## config.mk

```make
export PLATFORM = sky130hd
export DESIGN_NAME = wrc_watchdog_reset
export DESIGN_NICKNAME = d
export VERILOG_FILES = /design/src/wrc_pkg.sv /design/src/wrc_watchdog_reset.sv
export SDC_FILE = /design/constraint.sdc
export NUM_CORES = 1
export LEC_CHECK = 0
export ABC_AREA = 1
export BUFFER_PORTS_ARGS = -buffer_cell sky130_fd_sc_hd__buf_2
export CAP_MARGIN = 20
export CELL_PAD_IN_SITES_DETAIL_PLACEMENT = 1
export CELL_PAD_IN_SITES_GLOBAL_PLACEMENT = 1
export CORE_MARGIN = 5
export CORE_UTILIZATION = 45
export CTS_CLUSTER_SIZE = 14
export DETAILED_ROUTE_END_ITERATION = 10
export PLACE_DENSITY_LB_ADDON = 0.25
export SYNTH_ARGS = -nofsm -noshare
export SYNTH_HDL_FRONTEND = slang
export SYNTH_SLANG_ARGS = --single-unit
export TNS_END_PERCENT = 30
```

## constraint.sdc

```tcl
create_clock -name clk -period 4.5 [get_ports clk]
set_input_delay 0.9 -clock clk [delete_from_list [all_inputs] [get_ports clk]]
set_output_delay 0.9 -clock clk [all_outputs]
set_load 0.005 [all_outputs]
```

## src/wrc_pkg.sv

```systemverilog
// package: register map, field layout and timing constants for the reset block
package wrc_pkg;
  // ---------------------------------------------------------------
  // register byte offsets
  // ---------------------------------------------------------------
  localparam logic [11:0] WRC_OFF_WDTCTL = 12'h000;
  localparam logic [11:0] WRC_OFF_THRESH = 12'h004;
  localparam logic [11:0] WRC_OFF_RSTSRC = 12'h008;
  localparam logic [11:0] WRC_OFF_CMD = 12'h00c;
  localparam logic [11:0] WRC_OFF_STATE = 12'h010;
  // ---------------------------------------------------------------
  // reset values and key codes
  // ---------------------------------------------------------------
  localparam logic [7:0] WRC_WDTCTL_RST = 8'h53;
  localparam logic [4:0] WRC_KEY_A = 5'h0a;
  localparam logic [4:0] WRC_KEY_B = 5'h15;
  localparam logic [7:0] WRC_THR_RST = 8'h55;
  localparam logic [7:0] WRC_THR_B = 8'h33;
  localparam logic [7:0] WRC_THR_C = 8'h99;
  localparam logic [7:0] WRC_THR_D = 8'haa;
  // ---------------------------------------------------------------
  // field positions
  // ---------------------------------------------------------------
  localparam int WRC_KEY_LSB = 3;
  localparam int WRC_BIT_LVF = 2;
  localparam int WRC_BIT_THF = 1;
  localparam int WRC_BIT_WKF = 0;
  localparam int WRC_BIT_CLR = 0;
  localparam int WRC_BIT_HALT = 1;
  localparam int WRC_BIT_SLEEP = 2;
  localparam int WRC_BIT_EXP = 3;
  localparam int WRC_KEEP_LSB = 7;
  localparam int WRC_OSC_LSB = 4;
  // ---------------------------------------------------------------
  // timing, bus response codes and sequencer states
  // ---------------------------------------------------------------
  localparam int WRC_CLK_HZ = 10_000_000;
  localparam int WRC_DEBOUNCE_TICKS = 3;
  localparam int WRC_POR_DELAY_US = 16700;
  localparam int WRC_POR_DELAY_CYC =
    (WRC_POR_DELAY_US * (WRC_CLK_HZ / 1_000_000));
  localparam int WRC_LV_MIN_NS = 1000;
  localparam int WRC_LV_MIN_CYC = (WRC_LV_MIN_NS * 10 + 999) / 1000 + 1;
  localparam int WRC_DIV_BASE = 8;
  localparam logic [1:0] WRC_RESP_OKAY = 2'b00;
  localparam logic [1:0] WRC_RESP_SLVERR = 2'b10;
  typedef enum logic [1:0] {
    WRC_RUN = 2'b00,
    WRC_HOLD = 2'b01,
    WRC_DELAY = 2'b10
  } wrc_state_e;
endpackage

```

## src/wrc_watchdog_reset.sv

```systemverilog
// watchdog, key checks, low-voltage filter and reset-source flags
`timescale 1ns/100ps
`default_nettype none
module wrc_watchdog_reset
  import wrc_pkg::*;
#(
  parameter int POR_DELAY_CYC = WRC_POR_DELAY_CYC,
  parameter int LV_MIN_CYC = WRC_LV_MIN_CYC
) (
  input wire logic clk,
  input wire logic srst,
  input wire logic slowClkPin,
  input wire logic lowVoltPin,
  input wire logic [11:0] s_axi_awaddr,
  input wire logic s_axi_awvalid,
  output logic s_axi_awready,
  input wire logic [31:0] s_axi_wdata,
  input wire logic [3:0] s_axi_wstrb,
  input wire logic s_axi_wvalid,
  output logic s_axi_wready,
  output logic [1:0] s_axi_bresp,
  output logic s_axi_bvalid,
  input wire logic s_axi_bready,
  input wire logic [11:0] s_axi_araddr,
  input wire logic s_axi_arvalid,
  output logic s_axi_arready,
  output logic [31:0] s_axi_rdata,
  output logic [1:0] s_axi_rresp,
  output logic s_axi_rvalid,
  input wire logic s_axi_rready,
  output logic coreReset,
  output logic cpuRun,
  output logic pcSpClear,
  output logic portsInput,
  output logic expiryFlag
);
  // ---------------------------------------------------------------
  // functions
  // ---------------------------------------------------------------
  function automatic logic keyValid(input logic [4:0] k);
    keyValid = (k == WRC_KEY_A) || (k == WRC_KEY_B);
  endfunction
  function automatic logic thrValid(input logic [7:0] t);
    thrValid = (t == WRC_THR_RST) || (t == WRC_THR_B) ||
               (t == WRC_THR_C) || (t == WRC_THR_D);
  endfunction
  function automatic logic [4:0] divBit(input logic [2:0] s);
    // exponent of the divide: low codes step by two, high codes by one
    case (s)
      3'h0: divBit = 5'(WRC_DIV_BASE);
      3'h1: divBit = 5'(WRC_DIV_BASE + 2);
      3'h2: divBit = 5'(WRC_DIV_BASE + 4);
      3'h3: divBit = 5'(WRC_DIV_BASE + 6);
      3'h4: divBit = 5'(WRC_DIV_BASE + 7);
      3'h5: divBit = 5'(WRC_DIV_BASE + 8);
      3'h6: divBit = 5'(WRC_DIV_BASE + 9);
      default: divBit = 5'(WRC_DIV_BASE + 10);
    endcase
  endfunction
  function automatic logic [18:0] ovfLimit(input logic [2:0] s);
    // last count before expiry, so a period is exactly 2^n ticks
    ovfLimit = (19'h1 << divBit(s)) - 19'h1;
  endfunction
  // ---------------------------------------------------------------
  // synchronisers
  // ---------------------------------------------------------------
  logic slowMeta_q, slowSync_q, slowPrev_q, lvMeta_q, lvSync_q;
  logic slowTick;
  // two stages before any logic reads either pin
  always_ff @(posedge clk) begin
    if (srst) begin
      slowMeta_q <= 1'b0;
      slowSync_q <= 1'b0;
      slowPrev_q <= 1'b0;
      lvMeta_q <= 1'b0;
      lvSync_q <= 1'b0;
    end else begin
      slowMeta_q <= slowClkPin;
      slowSync_q <= slowMeta_q;
      slowPrev_q <= slowSync_q;
      lvMeta_q <= lowVoltPin;
      lvSync_q <= lvMeta_q;
    end
  end
  // one tick per rising edge of the synced slow clock
  assign slowTick = slowSync_q & ~slowPrev_q;
  // ---------------------------------------------------------------
  // registers and state
  // ---------------------------------------------------------------
  wrc_state_e state_q;
  logic [7:0] wdtCtl_q, thr_q;
  logic [1:0] oscSel_q;
  logic keepClk_q, sleep_q;
  logic lvFlag_q, thFlag_q, wkFlag_q;
  logic [18:0] wdtCnt_q;
  logic [1:0] keyDeb_q, thrDeb_q;
  logic [31:0] lvCnt_q, delay_q;
  logic wrDone, rdDone, clrCmd, haltCmd, clrExp;
  logic wdtOvf, keyRst, thrRst, lvRst, fullRst;
  logic [31:0] wmask;
  assign wmask = {{8{s_axi_wstrb[3]}}, {8{s_axi_wstrb[2]}},
                  {8{s_axi_wstrb[1]}}, {8{s_axi_wstrb[0]}}};
  // >= so a period shortened below the count expires on the next slow tick, not after a wrap
  assign wdtOvf = slowTick &&
                  (wdtCnt_q >= ovfLimit(wdtCtl_q[2:0]));
  assign keyRst = slowTick && (keyDeb_q == 2'(WRC_DEBOUNCE_TICKS - 1));
  assign thrRst = slowTick && (thrDeb_q == 2'(WRC_DEBOUNCE_TICKS - 1));
  assign lvRst = lvSync_q && (lvCnt_q == 32'(LV_MIN_CYC));
  // normal expiry is a full reset; sleep expiry is not
  assign fullRst = (state_q == WRC_RUN) &&
                   ((wdtOvf && !sleep_q) || keyRst || thrRst || lvRst);
  // ---------------------------------------------------------------
  // AXI4-Lite write path
  // ---------------------------------------------------------------
  logic awHeld_q, wHeld_q;
  logic [11:0] awAddr_q;
  logic [31:0] wData_q, wMask_q;
  // readies pulse for one cycle; address and data are taken independently
  always_ff @(posedge clk) begin
    if (srst) begin
      awHeld_q <= 1'b0;
      wHeld_q <= 1'b0;
      awAddr_q <= 12'h000;
      wData_q <= 32'h0;
      wMask_q <= 32'h0;
      s_axi_awready <= 1'b0;
      s_axi_wready <= 1'b0;
      s_axi_bvalid <= 1'b0;
      s_axi_bresp <= WRC_RESP_OKAY;
    end else begin
      s_axi_awready <= !awHeld_q && !s_axi_awready && s_axi_awvalid;
      s_axi_wready <= !wHeld_q && !s_axi_wready && s_axi_wvalid;
      if (s_axi_awvalid && s_axi_awready) begin
        awHeld_q <= 1'b1;
        awAddr_q <= s_axi_awaddr;
      end
      if (s_axi_wvalid && s_axi_wready) begin
        wHeld_q <= 1'b1;
        wData_q <= s_axi_wdata;
        wMask_q <= wmask;
      end
      if (wrDone) begin
        awHeld_q <= 1'b0;
        wHeld_q <= 1'b0;
        s_axi_bvalid <= 1'b1;
        if (awAddr_q == WRC_OFF_WDTCTL || awAddr_q == WRC_OFF_THRESH ||
            awAddr_q == WRC_OFF_RSTSRC || awAddr_q == WRC_OFF_CMD) begin
          s_axi_bresp <= WRC_RESP_OKAY;
        end else begin
          // unmapped write: error answer, nothing changes
          s_axi_bresp <= WRC_RESP_SLVERR;
        end
      end else if (s_axi_bready) begin
        s_axi_bvalid <= 1'b0;
      end
    end
  end
  assign wrDone = awHeld_q && wHeld_q && !s_axi_bvalid;
  assign clrCmd = wrDone && awAddr_q == WRC_OFF_CMD &&
                  wMask_q[WRC_BIT_CLR] && wData_q[WRC_BIT_CLR];
  assign haltCmd = wrDone && awAddr_q == WRC_OFF_CMD &&
                   wMask_q[WRC_BIT_HALT] && wData_q[WRC_BIT_HALT];
  assign clrExp = wrDone && awAddr_q == WRC_OFF_CMD &&
                  wMask_q[WRC_BIT_EXP] && wData_q[WRC_BIT_EXP];
  // ---------------------------------------------------------------
  // control registers
  // ---------------------------------------------------------------
  logic [7:0] wb;
  assign wb = (wData_q[7:0] & wMask_q[7:0]);
  always_ff @(posedge clk) begin
    if (srst || fullRst) begin
      wdtCtl_q <= WRC_WDTCTL_RST;
      thr_q <= WRC_THR_RST;
      // clock select and idle keep also fall back on a full reset
      oscSel_q <= 2'b00;
      keepClk_q <= 1'b0;
      sleep_q <= 1'b0;
    end else if (wrDone) begin
      if (awAddr_q == WRC_OFF_WDTCTL && wMask_q[0]) begin
        wdtCtl_q <= wData_q[7:0];
      end else if (awAddr_q == WRC_OFF_THRESH && wMask_q[0]) begin
        thr_q <= wData_q[7:0]; // any code accepted
      end else if (awAddr_q == WRC_OFF_RSTSRC && wMask_q[0]) begin
        oscSel_q <= wData_q[WRC_OSC_LSB +: 2];
        keepClk_q <= wData_q[WRC_KEEP_LSB];
      end else if (awAddr_q == WRC_OFF_CMD && wMask_q[0]) begin
        // halt or the sleep bit enters sleep; a CMD write with neither bit set wakes here
        sleep_q <= wData_q[WRC_BIT_SLEEP] | haltCmd;
      end
    end else if (wdtOvf && sleep_q) begin
      sleep_q <= 1'b0; // expiry wakes the core
    end
  end
  // ---------------------------------------------------------------
  // reset-source flags: set beats software clear
  // ---------------------------------------------------------------
  logic wrSrc;
  assign wrSrc = wrDone && awAddr_q == WRC_OFF_RSTSRC && wMask_q[0];
  // writing one to a flag leaves it alone; only zero clears
  always_ff @(posedge clk) begin
    if (srst) begin
      lvFlag_q <= 1'b0;
      thFlag_q <= 1'b0;
      wkFlag_q <= 1'b0;
    end else begin
      if (state_q == WRC_RUN && lvRst) begin
        lvFlag_q <= 1'b1;
      end else if (wrSrc && !wb[WRC_BIT_LVF]) begin
        lvFlag_q <= 1'b0;
      end
      if (state_q == WRC_RUN && thrRst) begin
        thFlag_q <= 1'b1;
      end else if (wrSrc && !wb[WRC_BIT_THF]) begin
        thFlag_q <= 1'b0;
      end
      if (state_q == WRC_RUN && keyRst) begin
        wkFlag_q <= 1'b1;
      end else if (wrSrc && !wb[WRC_BIT_WKF]) begin
        wkFlag_q <= 1'b0;
      end
    end
  end
  // ---------------------------------------------------------------
  // watchdog counter and debounce
  // ---------------------------------------------------------------
  always_ff @(posedge clk) begin
    if (srst || fullRst || clrCmd || haltCmd) begin
      wdtCnt_q <= 19'h0;
    end else if (wdtOvf) begin
      // restart the period after every expiry, asleep or not
      wdtCnt_q <= 19'h0;
    end else if (slowTick) begin
      wdtCnt_q <= wdtCnt_q + 19'h1;
    end
  end
  always_ff @(posedge clk) begin
    if (srst || fullRst || keyValid(wdtCtl_q[7:WRC_KEY_LSB])) begin
      // a good key restarts the debounce
      keyDeb_q <= 2'b00;
    end else if (slowTick) begin
      keyDeb_q <= keyDeb_q + 2'b01;
    end
  end
  always_ff @(posedge clk) begin
    if (srst || fullRst || thrValid(thr_q)) begin
      // a bad code is how software forces a reset on purpose
      thrDeb_q <= 2'b00;
    end else if (slowTick) begin
      thrDeb_q <= thrDeb_q + 2'b01;
    end
  end
  always_ff @(posedge clk) begin
    if (srst || !lvSync_q) begin
      lvCnt_q <= 32'h0; // short dips ignored
    end else if (lvCnt_q != 32'(LV_MIN_CYC)) begin
      // saturates so the request stands until the sequencer holds
      lvCnt_q <= lvCnt_q + 32'h1;
    end
  end
  // ---------------------------------------------------------------
  // reset sequencer
  // the watchdog keeps counting through the delay, from zero
  // ---------------------------------------------------------------
  always_ff @(posedge clk) begin
    if (srst) begin
      state_q <= WRC_DELAY;
      delay_q <= 32'h0;
    end else begin
      case (state_q)
        WRC_RUN: begin
          if (fullRst) begin
            state_q <= WRC_HOLD;
          end
        end
        WRC_HOLD: begin
          if (!lvSync_q) begin
            state_q <= WRC_DELAY; // hold while supply is low
            delay_q <= 32'h0;
          end
        end
        default: begin
          if (delay_q == 32'(POR_DELAY_CYC - 1)) begin
            state_q <= WRC_RUN;
          end else begin
            delay_q <= delay_q + 32'h1;
          end
        end
      endcase
    end
  end
  // ---------------------------------------------------------------
  // core-facing outputs
  // ---------------------------------------------------------------
  always_ff @(posedge clk) begin
    if (srst) begin
      coreReset <= 1'b1;
      portsInput <= 1'b1;
      cpuRun <= 1'b0;
      pcSpClear <= 1'b0;
      expiryFlag <= 1'b0;
    end else begin
      coreReset <= (state_q != WRC_RUN) || fullRst;
      portsInput <= (state_q != WRC_RUN) || fullRst;
      // the core stops while asleep
      cpuRun <= (state_q == WRC_RUN) && !fullRst && !sleep_q;
      pcSpClear <= (state_q == WRC_RUN) && wdtOvf && sleep_q;
      // flag survives a full reset so software can tell why it restarted
      if (state_q == WRC_RUN && wdtOvf) begin
        expiryFlag <= 1'b1;
      end else if (clrExp || clrCmd || haltCmd) begin
        expiryFlag <= 1'b0;
      end
    end
  end
  // ---------------------------------------------------------------
  // AXI4-Lite read path
  // ---------------------------------------------------------------
  assign rdDone = s_axi_arvalid && s_axi_arready;
  // rvalid and rdata stand until rready is seen
  always_ff @(posedge clk) begin
    if (srst) begin
      s_axi_arready <= 1'b0;
      s_axi_rvalid <= 1'b0;
      s_axi_rdata <= 32'h0;
      s_axi_rresp <= WRC_RESP_OKAY;
    end else begin
      s_axi_arready <= !s_axi_arready && !s_axi_rvalid && s_axi_arvalid;
      if (rdDone) begin
        s_axi_rvalid <= 1'b1;
        s_axi_rresp <= WRC_RESP_OKAY;
        if (s_axi_araddr == WRC_OFF_WDTCTL) begin
          s_axi_rdata <= {24'h0, wdtCtl_q};
        end else if (s_axi_araddr == WRC_OFF_THRESH) begin
          s_axi_rdata <= {24'h0, thr_q};
        end else if (s_axi_araddr == WRC_OFF_RSTSRC) begin
          // unimplemented bits read zero
          s_axi_rdata <= {24'h0, keepClk_q, 1'b0, oscSel_q, 1'b0,
                          lvFlag_q, thFlag_q, wkFlag_q};
        end else if (s_axi_araddr == WRC_OFF_CMD) begin
          s_axi_rdata <= {28'h0, expiryFlag, sleep_q, 2'b00};
        end else if (s_axi_araddr == WRC_OFF_STATE) begin
          s_axi_rdata <= {11'h0, wdtCnt_q, 2'(state_q)};
        end else begin
          s_axi_rdata <= 32'h0;
          s_axi_rresp <= WRC_RESP_SLVERR;
        end
      end else if (s_axi_rready) begin
        s_axi_rvalid <= 1'b0;
      end
    end
  end
endmodule
`default_nettype wire

```

Word-level counts from Yosys, hierarchy flattened:

Index checks and enable logic that the tools add are counted.

* add/subtract/negate cells: 6
* magnitude comparators: 1
* equality and inequality tests: 32
* shift-type cells: 1
* mux-type cells: 37
* bitwise operators: 7
* reduce and logical (&&, ||, !) cells: 94

Operators by type and width (count)
* 21-bit two-way mux: 5
* 32-bit by 1-bit adder with 32-bit output (second input constant): 2
* 32-bit two-way mux: 2
* 32-bit case mux with 2 select lines: 1
* 12-bit by 4-bit equality test with 1-bit output (second input constant): 4
* 1-bit logical AND: 41
* 5-bit case mux with 7 select lines: 1
* 32-bit by 18-bit equality test with 1-bit output (second input constant): 1
* 32-bit by 4-bit equality test with 1-bit output (second input constant): 1
* 32-bit by 4-bit != test with 1-bit output (second input constant): 1
* 12-bit by 3-bit equality test with 1-bit output (second input constant): 2
* 12-bit zero test: 2
* 19-bit by 1-bit adder with 19-bit output (second input constant): 1
* 19-bit greater-or-equal comparator: 1
* 1-bit logical OR: 19
* 1-bit by 5-bit << shifter with 19-bit output (first input constant): 1
* 19-bit by 1-bit subtractor with 19-bit output (second input constant): 1
* 1-bit two-way mux: 18
* 2-bit two-way mux: 9
* 8-bit equality test (second input constant): 2
* 2-bit nonzero test: 8
* 1-bit zero test: 13
* 12-bit by 5-bit equality test with 1-bit output (second input constant): 1
* 2-bit != test (second input constant): 5
* 24 further kinds: 36

* register bits after elaboration: 185
* input bits: 69
* output and inout bits: 46

Logic depth before layout (Yosys ltp):

Gate-level depths: netlist of run 1.

* depth after elaboration: 15
* depth in mapped cells: 19
* depth with buffers taken out: 17

Worst setup path before layout of run 1:

OpenSTA, ideal clock, no wires.

* path type: register -> register
* start: register wdtCtl_q[2]
* end: register wdtCnt_q[13]
* library setup time: 0.062 ns
* arrival: 2.222 ns
* setup slack: 2.216 ns
* stages on the path, launching flop included: 18
* buffers on the path: 2
* clock period less this slack: 2.284 ns
* cell sequence: dfxtp_1 clkbuf_1 inv_1 a31oi_1 nand2_1 ha_1 nand2_1 inv_1 o21ai_0 a21oi_1 nor2_1 nand2_1 nand3_1 nand2_2 nand2_4 nand3_4 buf_12 nor2_2

* longest elaborated chain between the ends: 15
* elaborated cells between the ends (all ways): 21
* those cells by class: add/sub: 1; order compare: 1; eq/ne: 6; shift: 1; mux: 1; reduce/logical: 11

RTL lines
* from (decl): line wrc_watchdog_reset.sv:91 `logic [7:0] wdtCtl_q, thr_q;`
* from (signal assigned): line wrc_watchdog_reset.sv:180 `wdtCtl_q <= wData_q[7:0];`
* 3-bit equality test, or another cell as far along: line wrc_watchdog_reset.sv:49 `case (s)`
* 5-bit case mux with 7 select lines (*): line wrc_watchdog_reset.sv:49
* 1-bit by 5-bit << shifter with 19-bit output (*): line wrc_watchdog_reset.sv:62 `ovfLimit = (19'h1 << divBit(s)) - 19'h1;`
* 19-bit by 1-bit subtractor with 19-bit output (*): line wrc_watchdog_reset.sv:62
* 19-bit greater-or-equal comparator (*): line wrc_watchdog_reset.sv:105 `(wdtCnt_q >= ovfLimit(wdtCtl_q[2:0]));`
* 1-bit logical AND (*): line wrc_watchdog_reset.sv:104 `assign wdtOvf = slowTick &&`
* 1-bit logical AND: line wrc_watchdog_reset.sv:111 `((wdtOvf && !sleep_q) || keyRst || thrRst || lvRst);`
* 1-bit logical OR (3 in series): line wrc_watchdog_reset.sv:111
* 1-bit logical AND: line wrc_watchdog_reset.sv:110 `assign fullRst = (state_q == WRC_RUN) &&`
* 1-bit logical OR (3 in series): line wrc_watchdog_reset.sv:227 `if (srst || fullRst || clrCmd || haltCmd) begin`
* 2-bit OR reduction (no line) (*)
* to (signal assigned): line wrc_watchdog_reset.sv:233 `wdtCnt_q <= wdtCnt_q + 19'h1;`
* to (decl): line wrc_watchdog_reset.sv:95 `logic [18:0] wdtCnt_q;`

Mark *: on every way between the ends. The rest lies on a longest branch, timed or not.
A chain may end at the register's enable or synchronous reset.

Final worst setup path of run 1:

* start: register wdtCtl_q[2]
* end: register wdtCnt_q[3]

Same word-level chain as after synthesis.

==> results.yml, run 1 <==
run_status:
  status: "completed"
placed_design:
  port_buffers: 74
  pre_cts_slack_ps: 1640
  gp_congestion: 0.838
  hpwl_um: 18200
clock_network:
  cts_tree: "yes"
  cts_setup_buffers: 0
  clk_pin_slew_ps: 70
  clk_latency_ps: 440
  cts_resized: 0
  cts_sinks: 172
  cts_buffers: 17
  cts_hold_buffers: 0
  clockBufferDepth: 2
  clockRootBuffer: "clkbuf_16"
  h-tree-depth: 4
critical_path:
  cp-start-kind: "flip-flop"
  worst-path-buf-inv: 1
  cp_slowest_cell: "dfxtp_1"
  worstPathRequired_ps: 4860
  crit_chain: "nor2_1 > o21ai_0 > o21ai_0 > ha_1 > nand2_1 > inv_1 > nand2_1 > nand2_1 > nor2_1 > nand2_1 > nand2_1 > nand2_1 > nand3_1 > nand2_2 > nand2_4 > nand3_4 > nor2_1"
  crit_fanout: 19
  crit_top_cell: "nand2_1"
  cpPeakStageDelay_ps: 650
  path_delay_family: "simple AND/OR/NAND/NOR gates"
  path_class: "reg2reg"
  crit_path_end_kind: "flip-flop"
  cp.arrival_ps: 3290
final_layout:
  diodes: 0
  n_fill_cell: 2640
  layout_common_cells: "nand2_1, nor2_1, dfxtp_1"
  area_delta_synth_final_pct: 11.7
  drive_gt1_share_pct: 11.5
  final_nets: 1459
  regArea_um2: 3440
  multi_input_area_um2: 4800
  final_common_cell: "nand2_1"
sta:
  setup_viol_count_final: 0
  slew_violations: 0
  hold_viol_final: 0
  worst_slack_ps: 1570
  max_freq_mhz: 341
  tightest_slew_ps: 731
  setup_tns_ps: 0
  finalCriticalPeriod_ps: 2930
  skew_ps: 12.8
  rsz0062_at_grt: "false"
  min_period_over_period_pct: 65.1
  slew_headroom_pct: 51.0
synthesis:
  synth_top_area_share_pct: 38.1
  yosys-top-cells-area: "dfxtp_1, nand2_1, nor2_1"
  synthArstFlopShare_pct: 0
  ys_types: 47
  synth-edff-count: 0
  avgSynthCellArea_um2: 6.90
  yosys.area.top_type: "dfxtp_1"
  yosysWarnings: 0
  seq_area_frac_synth_pct: 38.1
  synth-seq-cells: 172
  synth_flop_cell: "dfxtp_1"
  synth_area_um2: 9030
  synth_cells: 1309
route:
  ant_nets: 0
  vias_per_cell: 5.23
  wl_per_cell_um: 15.3
  drt-total-wl_um: 25100
  num_vias: 8616
  dr.pass1.iters: 5
  drt_iter0_drc: 358
  drc: 0
die:
  die_x_um: 152
  fp.dieH_um: 152
  pin_count: 115
  core_area_um2: 19600
  rows: 51
  initial_core_util_pct: 46.1
  die_area_um2: 23000
hold_path:
  min_path_type: "reg2reg"
global_routing:
  grt_pass1_wl_um: 42400
  grt_usage_pct: 22.5
  antenna_found_initial: 0
  overflow: 0
  grt_max_degree: 61
  grt_pass1_vias: 8822
power:
  irDropWorstVdd_mv: 0.249
  power_leakage_nw: 3.99
  power_density_nw_per_um2: 311
job:
  drv_cap: 0
-- flip-flops by register name, summed over array words and instances (netlist names), 2 cells and up --
name,cells
wdtCtl_q,8
oscSel_q,2
thrDeb_q,2
state_q,2
keyDeb_q,2
awAddr_q,12
delay_q,32
s_axi_rdata,21
wData_q,8
lvCnt_q,32
thr_q,8
wdtCnt_q,19
-- cell families (layout without fill, tap and decap cells) --
logic type | Yosys count | count (layout) | synth area share (%)
other cells | 2 | 16 | 0.0832
fa+ha+maj | 22 | 22 | 3.05
xor+xnor | 45 | 45 | 4.36
buf+inv | 194 | 252 | 9.27
simple gates | 679 | 679 | 33.7
flops | 172 | 172 | 38.1
compound gates | 195 | 195 | 11.5
-- through the flow --
step	cell area (µm²)	std cells	power (mW)	hold WS, ps	utilization, %
after CTS	10100	1646	3.16	426	51.5
after detailed placement	9520	1614	1.72	402	48.6
after global routing	10100	1646	3.24	442	51.5
final	10100	1646	3.14	425	51.5
after floorplan	9080	1323	1.68	388	-
after global placement	9520	1614	1.71	410	48.6
-- cell type report --
type                       instances  area share (%)
multi-input combinational        957            47.6
sequential                       172            34.1
inverter                         141            5.29
clock buffer                      17            4.22
timing repair buffer              79            4.04
tap                              265            3.29
clock inverter                    15            1.45
-- Yosys cell counts (2+ instances only) --
| cell | count |
|---|---|
| nor3_1 | 37 |
| nand4_1 | 26 |
| clkbuf_1 | 26 |
| o211ai_1 | 7 |
| ha_1 | 22 |
| nor2_1 | 185 |
| inv_1 | 133 |
| buf_4 | 15 |
| o22ai_1 | 3 |
| nor2_2 | 14 |
| xor2_1 | 34 |
| inv_2 | 5 |
| nor4_1 | 13 |
| a21oi_1 | 98 |
| buf_6 | 3 |
| nand2_2 | 5 |
| buf_2 | 7 |
| or2_2 | 4 |
| nor2_4 | 5 |
| nand3_1 | 75 |
| nand2_1 | 290 |
| o21ai_1 | 2 |
| clkinv_1 | 2 |
| nand3b_1 | 11 |
| dfxtp_1 | 172 |
| o21ai_0 | 73 |
| conb_1 | 2 |
| nand2_4 | 5 |
| o21a_1 | 3 |
| o2111ai_1 | 3 |
| nor3_2 | 2 |
| a21oi_2 | 2 |
| xnor2_1 | 11 |
-- tightest hold or removal path: cells and delay by family (launching register included) --
kind | cells | cell delay (ps)
DFF | 1 | 310
buffers and inverters | 1 | 50
and+or+nand+nor | 1 | 30
-- report_power, final --
group | internal [mW] | switching [mW]
clock network | 0.738 | 0.720
logic | 0.0410 | 0.0882
registers | 1.54 | 0.0118
total | 2.32 | 0.821
-- final timing paths --
kind         cells after the start  slack, ps                      from                  endpoint
min                              2        430     slowMeta_q$_SDFF_PP0_     slowSync_q$_SDFF_PP0_
min reg2reg                      2        430     slowMeta_q$_SDFF_PP0_     slowSync_q$_SDFF_PP0_
max                             17       1570  wdtCtl_q[2]$_SDFFE_PP0P_  wdtCnt_q[3]$_SDFFE_PP0P_
max reg2reg                     17       1570  wdtCtl_q[2]$_SDFFE_PP0P_  wdtCnt_q[3]$_SDFFE_PP0P_
-- metal layers --
layer / vias to the layer above / share of wire [%] / GRT usage [%]
li1: 4330 / - / -
met1: 4135 / 47 / 29.0
met2: 129 / 49 / 39.1
met3: 22 / 3.1 / 3.69
met4: 0 / 1.2 / 5.80
met5: - / 0 / 0
Note: power is estimated with default switching activity, not from simulation.
==> inputs of run 2 (changes only) <==
--- a/config.mk
+++ b/config.mk
@@ -5,13 +5,13 @@
 export SDC_FILE = /design/constraint.sdc
 export NUM_CORES = 1
 export LEC_CHECK = 0
-export ABC_AREA = 1
+export ABC_AREA = 0
 export BUFFER_PORTS_ARGS = -buffer_cell sky130_fd_sc_hd__buf_2
 export CAP_MARGIN = 20
 export CELL_PAD_IN_SITES_DETAIL_PLACEMENT = 1
 export CELL_PAD_IN_SITES_GLOBAL_PLACEMENT = 1
 export CORE_MARGIN = 5
-export CORE_UTILIZATION = 45
+export CORE_UTILIZATION = 43
 export CTS_CLUSTER_SIZE = 14
 export DETAILED_ROUTE_END_ITERATION = 10
 export PLACE_DENSITY_LB_ADDON = 0.25
==> constraint.sdc (replaced) <==
create_clock -name clk -period 3 [get_ports clk]
set_input_delay 0.6 -clock clk [delete_from_list [all_inputs] [get_ports clk]]
set_output_delay 0.6 -clock clk [all_outputs]
set_load 0.005 [all_outputs]
==> results.yml, run 2 <==
run_status:
  status: "completed"
clock_network:
  cts_resized: 0
  cts_hold_buffers: 0
  clk_latency_ps: 440
  clockRootBuffer: "clkbuf_16"
  clk_pin_slew_ps: 70
  h-tree-depth: 4
  cts_tree: "yes"
  cts_setup_buffers: 0
  clockBufferDepth: 2
  cts_buffers: 17
  cts_sinks: 172
critical_path:
  r2r_cells: 9
  reg2reg_from: "wdtCtl_q[2]$_SDFFE_PP0P_"
  critPathCapture: "thrDeb_q[1]$_SDFFE_PP0P_"
  crit_fanout: 8
  r2r_end: "thrDeb_q[1]$_SDFFE_PP0P_"
  worstPathRequired_ps: 3310
  setup.worst_path.start: "wdtCtl_q[2]$_SDFFE_PP0P_"
  r2r_slack_ps: 330
  cp.arrival_ps: 2980
  crit_path_end_kind: "flip-flop"
  path_class: "reg2reg"
  cp-start-kind: "flip-flop"
power:
  p_switching_mw: 1.12
  power_density_nw_per_um2: 525
  power_leakage_nw: 3.49
  seq_power_share_pct: 48.1
  p_int_mw: 3.73
  irDropWorstVdd_mv: 0.381
  combinationalPowerShare_pct: 3.8
  swShare_pct: 23.2
  p_clk_share_pct: 48.2
route:
  wl_per_cell_um: 16.5
  drt-total-wl_um: 20900
  num_vias: 6916
  ant_nets: 0
  drt_iter0_drc: 225
  drc: 0
  vias_per_cell: 5.48
  dr.pass1.iters: 4
sta:
  setup_viol_count_final: 0
  max_freq_mhz: 375
  skew_ps: 7.49
  whs_ps: 388
  setup_tns_ps: 0
  slew_violations: 0
  rsz0062_at_grt: "false"
  min_period_over_period_pct: 88.9
  slew_headroom_pct: 49.8
  finalCriticalPeriod_ps: 2670
  tightest_slew_ps: 746
  hold_viol_final: 0
synthesis:
  synth_area_um2: 8060
  synth-seq-cells: 172
  yosys-top-cells-area: "dfxtp_1, nand2_1, nor2_1"
  synth.most_common_cell: "dfxtp_1"
  yosys.area.top_type: "dfxtp_1"
  seq_area_frac_synth_pct: 42.7
  synth-edff-count: 0
  synth_flop_cell: "dfxtp_1"
  avgSynthCellArea_um2: 8.51
  synth_cells: 947
  synthArstFlopShare_pct: 0
  ys_types: 69
  yosysWarnings: 0
  synth_top_area_share_pct: 42.7
  synth_commonest_cells: "dfxtp_1, nand2_1, nor2_1"
global_routing:
  antenna_found_initial: 0
  grt_max_degree: 38
  grt_pass1_vias: 7094
  grt_usage_pct: 19.8
  overflow: 0
  grt_pass1_wl_um: 35200
final_layout:
  regArea_um2: 3440
  top_regs: "delay_q: 32 flops, lvCnt_q: 32 flops, s_axi_rdata: 21 flops"
  final_cells: 1263
  final_nets: 1107
  diodes: 0
  area_delta_synth_final_pct: 14.7
  drive_gt1_share_pct: 14.6
  multi_input_area_um2: 4300
  final_common_cell: "dfxtp_1"
  n_fill_cell: 2250
  layout_common_cells: "dfxtp_1, nand2_1, nor2_1"
placed_design:
  hpwl_um: 14900
  dp_cells: 1231
  gp_congestion: 0.778
  port_buffers: 74
die:
  pin_count: 115
  rows: 50
  fp.dieH_um: 147
  core_area_um2: 18600
  die_x_um: 147
  die_area_um2: 21600
  initial_core_util_pct: 43.4
hold_path:
  hold_depth: 2
  min_path_type: "in2reg"
job:
  drv_cap: 0
-- run 2: metrics by stage --
step	worst slack, ps	total power [mW]	area (µm²)	util, %
after detailed placement	418	2.57	8620	46.4
after global placement	447	2.56	8620	46.4
after floorplan	433	2.50	8110	-
after CTS	324	4.91	9240	49.7
final	333	4.85	9240	49.7
after global routing	85.3	5.05	9240	49.7
-- run 2: layout make-up --
cell class              count  area share (%)
flip-flops and latches    172            37.3
multi-input cells         713            46.5
inverters                  18           0.731
clock inverters            14            1.95
repair buffers             94            5.63
well taps                 234            3.17
clock buffers              18            4.75
-- run 2: how the worst min path moves through the flow --
stage / start / to / slack (ps)
floorplan: lvMeta_q$_SDFF_PP0_ / lvSync_q$_SDFF_PP0_ / 410
global placement: slowMeta_q$_SDFF_PP0_ / slowSync_q$_SDFF_PP0_ / 430
detailed placement: slowMeta_q$_SDFF_PP0_ / slowSync_q$_SDFF_PP0_ / 440
CTS: lowVoltPin / lvMeta_q$_SDFF_PP0_ / 380
global route: s_axi_awaddr[11] / awAddr_q[11]$_SDFFE_PP0P_ / 390
finish: lowVoltPin / lvMeta_q$_SDFF_PP0_ / 390
-- run 2: cell families (layout without fill, tap and decap cells) --
kind of cell / count (synthesis) / after routing / synth area share, %
flip-flops: 172 / 172 / 42.7
AO/OA/AOI/OAI: 151 / 151 / 12.1
adder cells (fa/ha/maj): 22 / 22 / 3.42
other: 2 / 16 / 0.0932
multiplexers: 24 / 24 / 2.98
AND/OR/NAND/NOR: 435 / 435 / 27.0
buffers and inverters: 76 / 144 / 4.57
XOR/XNOR: 65 / 65 / 7.07
-- run 2: power groups by stage --
stage | combinational, mW | clock [mW] | sequential (mW)
after floorplan | 0.126 | 0 | 2.38
after global placement | 0.178 | 0 | 2.38
after detailed placement | 0.182 | 0 | 2.38
after CTS | 0.184 | 2.40 | 2.33
after global routing | 0.208 | 2.51 | 2.33
final | 0.184 | 2.34 | 2.33
-- run 2: critical path: stages (launching register included) --
cell       delay (ps)
dfxtp_1           370
buf_4             190
nor3_1            210
ha_1              310
nand3_1           100
nor2_1             50
a41o_1            270
o311ai_4          460
o211ai_2          190
a2111oi_0         390
-- run 2: metal layers --
metal	part of all wire, %	routed length [µm]	up-vias	global-route usage (%)
met3	3.8	787	23	3.49
met5	0	0	-	0
met4	1.4	283	0	6.35
li1	-	-	3443	-
met1	45	9410	3358	24.7
met2	50	10400	92	34.6
